File: config.mk
export PLATFORM = sky130hd
export DESIGN_NAME = sfd_ctrl
export DESIGN_NICKNAME = d
export VERILOG_FILES = /design/src/rtl/sfd_pkg.sv /design/src/rtl/sfd_ctrl.sv
export SDC_FILE = /design/constraint.sdc
export NUM_CORES = 1
export LEC_CHECK = 0
export ABC_AREA = 1
export BUFFER_PORTS_ARGS = -buffer_cell sky130_fd_sc_hd__buf_2
export CORE_MARGIN = 4
export CORE_UTILIZATION = 50
export CTS_BUF_LIST = sky130_fd_sc_hd__clkbuf_8
export CTS_CLUSTER_DIAMETER = 30
export CTS_CLUSTER_SIZE = 40
export DETAILED_ROUTE_END_ITERATION = 10
export PLACE_DENSITY_LB_ADDON = 0.15
export SLEW_MARGIN = 20
export SYNTH_ARGS = -nofsm -noshare
export SYNTH_HDL_FRONTEND = slang
export SYNTH_SLANG_ARGS = --single-unit
File: constraint.sdc
create_clock -name mclk_i -period 3 [get_ports mclk_i]
set_input_delay 0 -clock mclk_i [delete_from_list [all_inputs] [get_ports mclk_i]]
set_output_delay 0 -clock mclk_i [all_outputs]
set_load 0.01 [all_outputs]
File: src/rtl/sfd_pkg.sv
// Constants and types for the supply fault and debug control block
//
// Operation
// - Host command switches analog or sensor supply unless safety critical
// - Sensor supply overcurrent or overvoltage: off, flag, interrupt
// - Analog overvoltage, or overcurrent with external ballast, disables it
// - Analog and sensor supplies come up enabled after reset
// - Transceiver supply defaults on; overvoltage: off, flag, interrupt
// - Voltage configuration captured at power-on and wake-up, then held; debug mode ignores wake-up and keeps the power-on value
// - Latched analog and sensor voltage settings are readable by host
// - Debug mode entered only if debug pin in window at startup
// - Debug mode holds fail-safe output low at startup
// - In debug mode, after good answer and release write, fail-safe never reasserts
// - Debug mode ignores watchdog errors: no reset, no fail-safe
// - Debug mode forces transceiver into normal operating mode
// - Debug pin at ground leaves debug mode via full power-on reset
// - Host selects one of five monitor sources; device routes it
// - Fail-safe asserted after power-on and wake-up; host releases later
// - Interrupt condition emits low pulse of host-configured length
package sfd_pkg;
    // ------------------------------------------------------------------
    // Monitor source encoding
    // ------------------------------------------------------------------
    localparam logic [2:0] MUX_BATT     = 3'h0;
    localparam logic [2:0] MUX_PIN0     = 3'h1;
    localparam logic [2:0] MUX_PIN1     = 3'h2;
    localparam logic [2:0] MUX_VREF     = 3'h3;
    localparam logic [2:0] MUX_TEMP     = 3'h4;
    localparam logic [2:0] MUX_DEFAULT  = MUX_BATT;
    // ------------------------------------------------------------------
    // Diagnostic flag positions
    // ------------------------------------------------------------------
    localparam int FLG_AUX_OC  = 0;
    localparam int FLG_AUX_OV  = 1;
    localparam int FLG_CCA_OC  = 2;
    localparam int FLG_CCA_OV  = 3;
    localparam int FLG_CAN_OV  = 4;
    localparam int FLG_W       = 5;
    // ------------------------------------------------------------------
    // Interrupt pulse lengths
    // ------------------------------------------------------------------
    localparam int CLK_MHZ        = 100;
    localparam int INT_SHORT_US   = 25;
    localparam int INT_LONG_US    = 100;
    localparam logic [15:0] INT_SHORT_CYC = 16'(INT_SHORT_US * CLK_MHZ);
    localparam logic [15:0] INT_LONG_CYC  = 16'(INT_LONG_US * CLK_MHZ);
    typedef enum logic [1:0] {ST_BOOT, ST_NORMAL, ST_DEBUG} sfd_mode_t;
endpackage : sfd_pkg

File: src/rtl/sfd_ctrl.sv
// Supply fault, configuration latch, monitor select and debug control
`timescale 1ns/1ps
module sfd_ctrl (
    input  wire logic        mclk_i,
    input  wire logic        reset_i,
    input  wire logic        wake_i,
    input  wire logic [1:0]  volt_cfg_i,
    input  wire logic        debug_in_window_i,
    input  wire logic        debug_pin_low_i,
    input  wire logic        cca_ext_ballast_i,
    input  wire logic        aux_safety_i,
    input  wire logic        cca_safety_i,
    input  wire logic        aux_cmd_valid_i,
    input  wire logic        aux_cmd_on_i,
    input  wire logic        cca_cmd_valid_i,
    input  wire logic        cca_cmd_on_i,
    input  wire logic        aux_oc_i,
    input  wire logic        aux_ov_i,
    input  wire logic        cca_oc_i,
    input  wire logic        cca_ov_i,
    input  wire logic        can_ov_i,
    input  wire logic        flag_clr_i,
    input  wire logic        mux_wr_i,
    input  wire logic [2:0]  mux_sel_i,
    input  wire logic        wd_good_i,
    input  wire logic        wd_error_i,
    input  wire logic        fs_release_wr_i,
    input  wire logic        int_long_i,
    output logic             aux_en_o,
    output logic             cca_en_o,
    output logic             can_en_o,
    output logic [sfd_pkg::FLG_W-1:0] diag_flags_o,
    output logic [1:0]       volt_cfg_o,
    output logic [2:0]       mux_sel_o,
    output logic             failsafe_output_low_o,
    output logic             debug_mode_o,
    output logic             can_force_normal_o,
    output logic             wd_reset_req_o,
    output logic             por_req_o,
    output logic             interrupt_pulse_output_n_o
);
    localparam int FLG_W_L = sfd_pkg::FLG_W - 1;

    // ------------------------------------------------------------------
    // State
    // ------------------------------------------------------------------
    sfd_pkg::sfd_mode_t      mode_reg, mode_next;
    logic                    aux_reg, aux_next, cca_reg, cca_next;
    logic                    can_reg, can_next;
    logic [FLG_W_L:0]        flg_reg, flg_next, ev;
    logic [1:0]              cfg_reg, cfg_next;
    logic [2:0]              mux_reg, mux_next;
    logic                    fs_reg, fs_next, good_reg, good_next;
    logic                    rel_reg, rel_next, wdr_reg, wdr_next;
    logic                    por_reg, por_next;
    logic [15:0]             icnt_reg, icnt_next;

    always_comb begin
        ev = '0;
        ev[sfd_pkg::FLG_AUX_OC] = aux_oc_i;
        ev[sfd_pkg::FLG_AUX_OV] = aux_ov_i;
        ev[sfd_pkg::FLG_CCA_OC] = cca_oc_i & cca_ext_ballast_i;
        ev[sfd_pkg::FLG_CCA_OV] = cca_ov_i;
        ev[sfd_pkg::FLG_CAN_OV] = can_ov_i;
    end

    // ------------------------------------------------------------------
    // Next state
    // ------------------------------------------------------------------
    always_comb begin
        mode_next = mode_reg;
        aux_next  = aux_reg;
        cca_next  = cca_reg;
        can_next  = can_reg;
        cfg_next  = cfg_reg;
        mux_next  = mux_reg;
        fs_next   = fs_reg;
        good_next = good_reg;
        rel_next  = rel_reg;
        wdr_next  = 1'b0;
        por_next  = 1'b0;
        // Set wins over clear so no fault slips past a clear
        flg_next  = (flag_clr_i ? '0 : flg_reg) | ev;
        if (aux_cmd_valid_i && !aux_safety_i) begin
            aux_next = aux_cmd_on_i;
        end
        if (cca_cmd_valid_i && !cca_safety_i) begin
            cca_next = cca_cmd_on_i;
        end
        if (ev[sfd_pkg::FLG_AUX_OC] || ev[sfd_pkg::FLG_AUX_OV]) begin
            aux_next = 1'b0;
        end
        if (ev[sfd_pkg::FLG_CCA_OC] || ev[sfd_pkg::FLG_CCA_OV]) begin
            cca_next = 1'b0;
        end
        if (can_ov_i) begin
            can_next = 1'b0;
        end
        if (mux_wr_i && mux_sel_i <= sfd_pkg::MUX_TEMP) begin
            mux_next = mux_sel_i;
        end
        if (wd_good_i) begin
            good_next = 1'b1;
        end
        case (mode_reg)
            sfd_pkg::ST_BOOT: begin
                // Strap is caught one clock after reset release
                cfg_next  = volt_cfg_i;
                fs_next   = 1'b1;
                mode_next = debug_in_window_i ? sfd_pkg::ST_DEBUG
                                              : sfd_pkg::ST_NORMAL;
            end
            sfd_pkg::ST_NORMAL: begin
                if (wake_i) begin
                    cfg_next  = volt_cfg_i;
                    fs_next   = 1'b1;
                    good_next = 1'b0;
                end else if (fs_release_wr_i && good_reg) begin
                    fs_next = 1'b0;
                end
                if (wd_error_i) begin
                    wdr_next = 1'b1;
                end
            end
            sfd_pkg::ST_DEBUG: begin
                // Watchdog errors are dropped here on purpose
                if (fs_release_wr_i && good_reg) begin
                    fs_next  = 1'b0;
                    rel_next = 1'b1;
                end
                if (rel_reg) begin
                    fs_next = 1'b0;
                end
                if (debug_pin_low_i) begin
                    por_next = 1'b1;
                end
            end
            default: mode_next = sfd_pkg::ST_BOOT;
        endcase
        if (|ev) begin
            icnt_next = int_long_i ? sfd_pkg::INT_LONG_CYC
                                   : sfd_pkg::INT_SHORT_CYC;
        end else if (icnt_reg != 16'h0000) begin
            icnt_next = icnt_reg - 16'h0001;
        end else begin
            icnt_next = icnt_reg;
        end
    end

    // ------------------------------------------------------------------
    // Registers
    // ------------------------------------------------------------------
    always_ff @(posedge mclk_i) begin
        if (reset_i) begin
            mode_reg <= sfd_pkg::ST_BOOT;
            aux_reg  <= 1'b1;
            cca_reg  <= 1'b1;
            can_reg  <= 1'b1;
            flg_reg  <= '0;
            cfg_reg  <= 2'h0;
            mux_reg  <= sfd_pkg::MUX_DEFAULT;
            fs_reg   <= 1'b1;
            good_reg <= 1'b0;
            rel_reg  <= 1'b0;
            wdr_reg  <= 1'b0;
            por_reg  <= 1'b0;
            icnt_reg <= 16'h0000;
        end else begin
            mode_reg <= mode_next;
            aux_reg  <= aux_next;
            cca_reg  <= cca_next;
            can_reg  <= can_next;
            flg_reg  <= flg_next;
            cfg_reg  <= cfg_next;
            mux_reg  <= mux_next;
            fs_reg   <= fs_next;
            good_reg <= good_next;
            rel_reg  <= rel_next;
            wdr_reg  <= wdr_next;
            por_reg  <= por_next;
            icnt_reg <= icnt_next;
        end
    end

    assign aux_en_o                   = aux_reg;
    assign cca_en_o                   = cca_reg;
    assign can_en_o                   = can_reg;
    assign diag_flags_o               = flg_reg;
    assign volt_cfg_o                 = cfg_reg;
    assign mux_sel_o                  = mux_reg;
    assign failsafe_output_low_o      = fs_reg;
    assign debug_mode_o               = (mode_reg == sfd_pkg::ST_DEBUG);
    assign can_force_normal_o         = debug_mode_o;
    assign wd_reset_req_o             = wdr_reg;
    assign por_req_o                  = por_reg;
    assign interrupt_pulse_output_n_o = (icnt_reg == 16'h0000);
endmodule : sfd_ctrl

==> summary.txt <==
Cells and area
  – NumNets Final: 350
  – Layout overhead on the synthesized area: 27.3%
  – FILL cells: 314
  – Post-route cell area: roughly 2300 um2
  – ANT cells: 0
  – Share of cells above drive strength 1: 24.2%
  – Max reg flops: 16

Route
  – Routed wire length: 4.10 mm
  – WL/cell: 11.3 um
  – DRC: 0
  – Avg Vias per Cell: 4.79
  – Router iterations before antenna repair: 4
  – Via Count: 1,743
  – Antenna Violating Nets Remaining: 0
  – DR iter-0 viols: 61

Run
  – Max-Cap Viols: 0

Power
  – Combinational Power Share: approximately a fifth
  – Power Density: 516 nW/um2
  – Clock share of power: 34.0%
  – Switching Share: about 28%
  – VDD IR-drop max: 0.000311 V
  – Overall Power: 1.20 mW
  – Pint: 0.863 mW
  – Lkg Pwr: between 1 and 1.5 nW
  – Net Switching: ~0.34 mW
  – Sequential Power Share: between 40 and 50%

Synth
  – Post-synth top area share: 39.4%
  – Synth Area in XOR/XNOR: around 1.4%
  – Largest family of logic cells by synthesized area: simple AND/OR/NAND/NOR gates
  – Post-Synth Adder-Cell Area: around 3.4%
  – Post-synth EDFFs: 0
  – Leading area contributor after synthesis: dfxtp_1
  – Simple-Gate Fraction of Synth Area: 36.5%
  – Yosys warns: 0
  – Synthesized netlist cell count: 255
  – Yosys cell types: 32
  – Compound-gate portion of the synthesized area: roughly 11%
  – Area contributors post-synth: dfxtp_1 39%, nand2_1 11%, nor2_1 7.8%, inv_1 6.2%, a21oi_1 5.2%
  – Top FF cell, synth: dfxtp_1
  – Seq/Total Area, Yosys: ~40%
  – Mapped Area: ~1800 um2
  – Mean Syn Cell Area: about 7.2 um2
  – Ys async rst share: 0%
  – #FFs+latches synth: 36
  – Post-synthesis mux area share: 0%
  – Mapped Nets: 288
  – Most frequent cell after synthesis: nand2_1
  – Commonest cells in the netlist: 55 x nand2_1, 38 x nor2_1, 36 x dfxtp_1, 30 x inv_1, 19 x a21oi_1

Floorplan
  – Die Y: 68.5 um
  – Initial Util: 53.1%
  – Io pins: 47
  – Die Wd: 68.5 um
  – Core footprint: 3440 um2
  – # rows: 21
  – Die area: roughly 4700 um2

Worst setup path
  – CP arrival: 1.55 ns
  – Crit. End Element: output port
  – Worst-path maximum fanout: 5
  – CP Launch Type: flop
  – Critical path class: reg2out
  – WP data required: 3.00 ns

STA
  – Worst-Margin Slew: 0.468 ns
  – Final Max Tran Viols: 0
  – Sum Neg Setup Slack: 0 ns
  – Hold_ws: 0.0139 ns
  – RSZ-0062 raised after global routing: no
  – Final Hold Fails: 0
  – Crit share post-route: 51.6%
  – Setup ws final: 1.45 ns
  – # setup viols final: 0
  – Max frequency: 0.646 GHz
  – Slew Limit Headroom: 68.8%
  – Min Tclk post-route: roughly 1.5 ns
  – Clock skew: 0.00923 ns

GRT
  – Largest net degree at the start of global routing: 25
  – First-pass GRT wire length: around 7 mm
  – Total grt overflow: 0
  – Vias in the first global route: 1,654
  – Initial antenna violation count: 0
  – Total global-route track usage: 19.7%

Place
  – Routability Congestion: 0.903
  – DP Area: 2090 um2
  – Pre-CTS setup slack: 1.56 ns
  – I/O Buffers: 46
  – DP HPWL: 3.09 mm

Run status
  – Status: completed

CTS
  – Num CTS Buffers: 5
  – Clk_lat worst skew: 0.28 ns
  – Clock sink count: 36
  – CTS tree: done
  – H-tree depth: 2
  – Max Root-Sink Buffers: 2
  – Worst-path clk slew: 0.07 ns
  – Clk root buf: clkbuf_8
  – Post-CTS setup buffers: 0
  – CTS resizes: 0

Worst hold path
  – Min-delay worst type: in2reg
worst paths after layout:
check | endpoint | startpoint | slack, ns | cells past startpoint
worst max-delay path | interrupt_pulse_output_n_o | icnt_reg[0]$_SDFFE_PP0P_ | 1.45 | 7
worst min-delay path | mux_sel_o[2]$_SDFFE_PP0P_ | mux_sel_i[2] | 0.01 | 3
worst max register to register | good_reg$_SDFF_PP0_ | mode_reg[1]$_SDFFE_PP0P_ | 1.49 | 6
worst min register to register | mux_sel_o[1]$_SDFFE_PP0P_ | mux_sel_o[1]$_SDFFE_PP0P_ | 0.46 | 2
area by class of cell:
cell class                 count  area [um2]  area share [%]
multi-input combinational    183         960            41.2
clock inverter                 3        38.8            1.67
inverter                      32         121            5.22
clock buffer                   5        68.8            2.96
sequential                    36         721            31.0
timing repair buffer          59         360            15.5
tap                           46        57.6            2.47
cell families (layout without fill, tap and decap cells):
| group | after synthesis | after routing |
|---|---|---|
| xor+xnor | 3 | 3 |
| simple gates | 138 | 138 |
| compound gates | 37 | 37 |
| flops | 36 | 36 |
| buf+inv | 36 | 99 |
| fa+ha+maj | 5 | 5 |
power by group through the flow:
stage / logic [mW] / registers (mW) / clock network (mW)
after floorplan: 0.158 / 0.556 / 0
after global placement: 0.235 / 0.549 / 0
after detailed placement: 0.239 / 0.549 / 0
after CTS: 0.253 / 0.539 / 0.419
after global routing: 0.288 / 0.545 / 0.445
final: 0.253 / 0.540 / 0.408
what timing repair did:
item | in CTS | in global routing
hold buffers | 13 | 0
hold endpoints to repair | 13 | 0
setup endpoints to repair | 0 | 0
per-layer routing:
layer	track usage [%]	up-vias	share of wire, %
li1	-	934	-
met1	23.9	764	45
met2	34.6	38	49
met3	4.93	7	4.8
met4	4.47	0	1.0
met5	0	-	0
placed cells by master, fill, tap and decap left out, types with 4 or more instances in the layout:
cell and count:
a21oi_1 19, nor2_4 4, ha_1 5, dlygate4sd3_1 13
dfxtp_1 36, clkbuf_8 5, nand3_1 16, nand2_1 55
nor2_2 6, o21ai_0 10, nor2_1 38, inv_1 31
nand2_2 7, buf_2 46
worst max-delay path, cell delays in order, from the launching register on:
cell,delay [ns]
dfxtp_1,0.32
inv_1,0.10
ha_1,0.25
nand3_4,0.13
nor2_4,0.17
nand2_2,0.10
clkinv_2,0.07
buf_2,0.12
metrics by stage:
stage               utilization, %  cells
floorplan                        -    255
global placement              60.7    343
detailed placement            60.7    343
CTS                           67.6    364
global route                  67.6    364
finish                        67.6    364
Note: power is estimated with default switching activity, not from simulation.
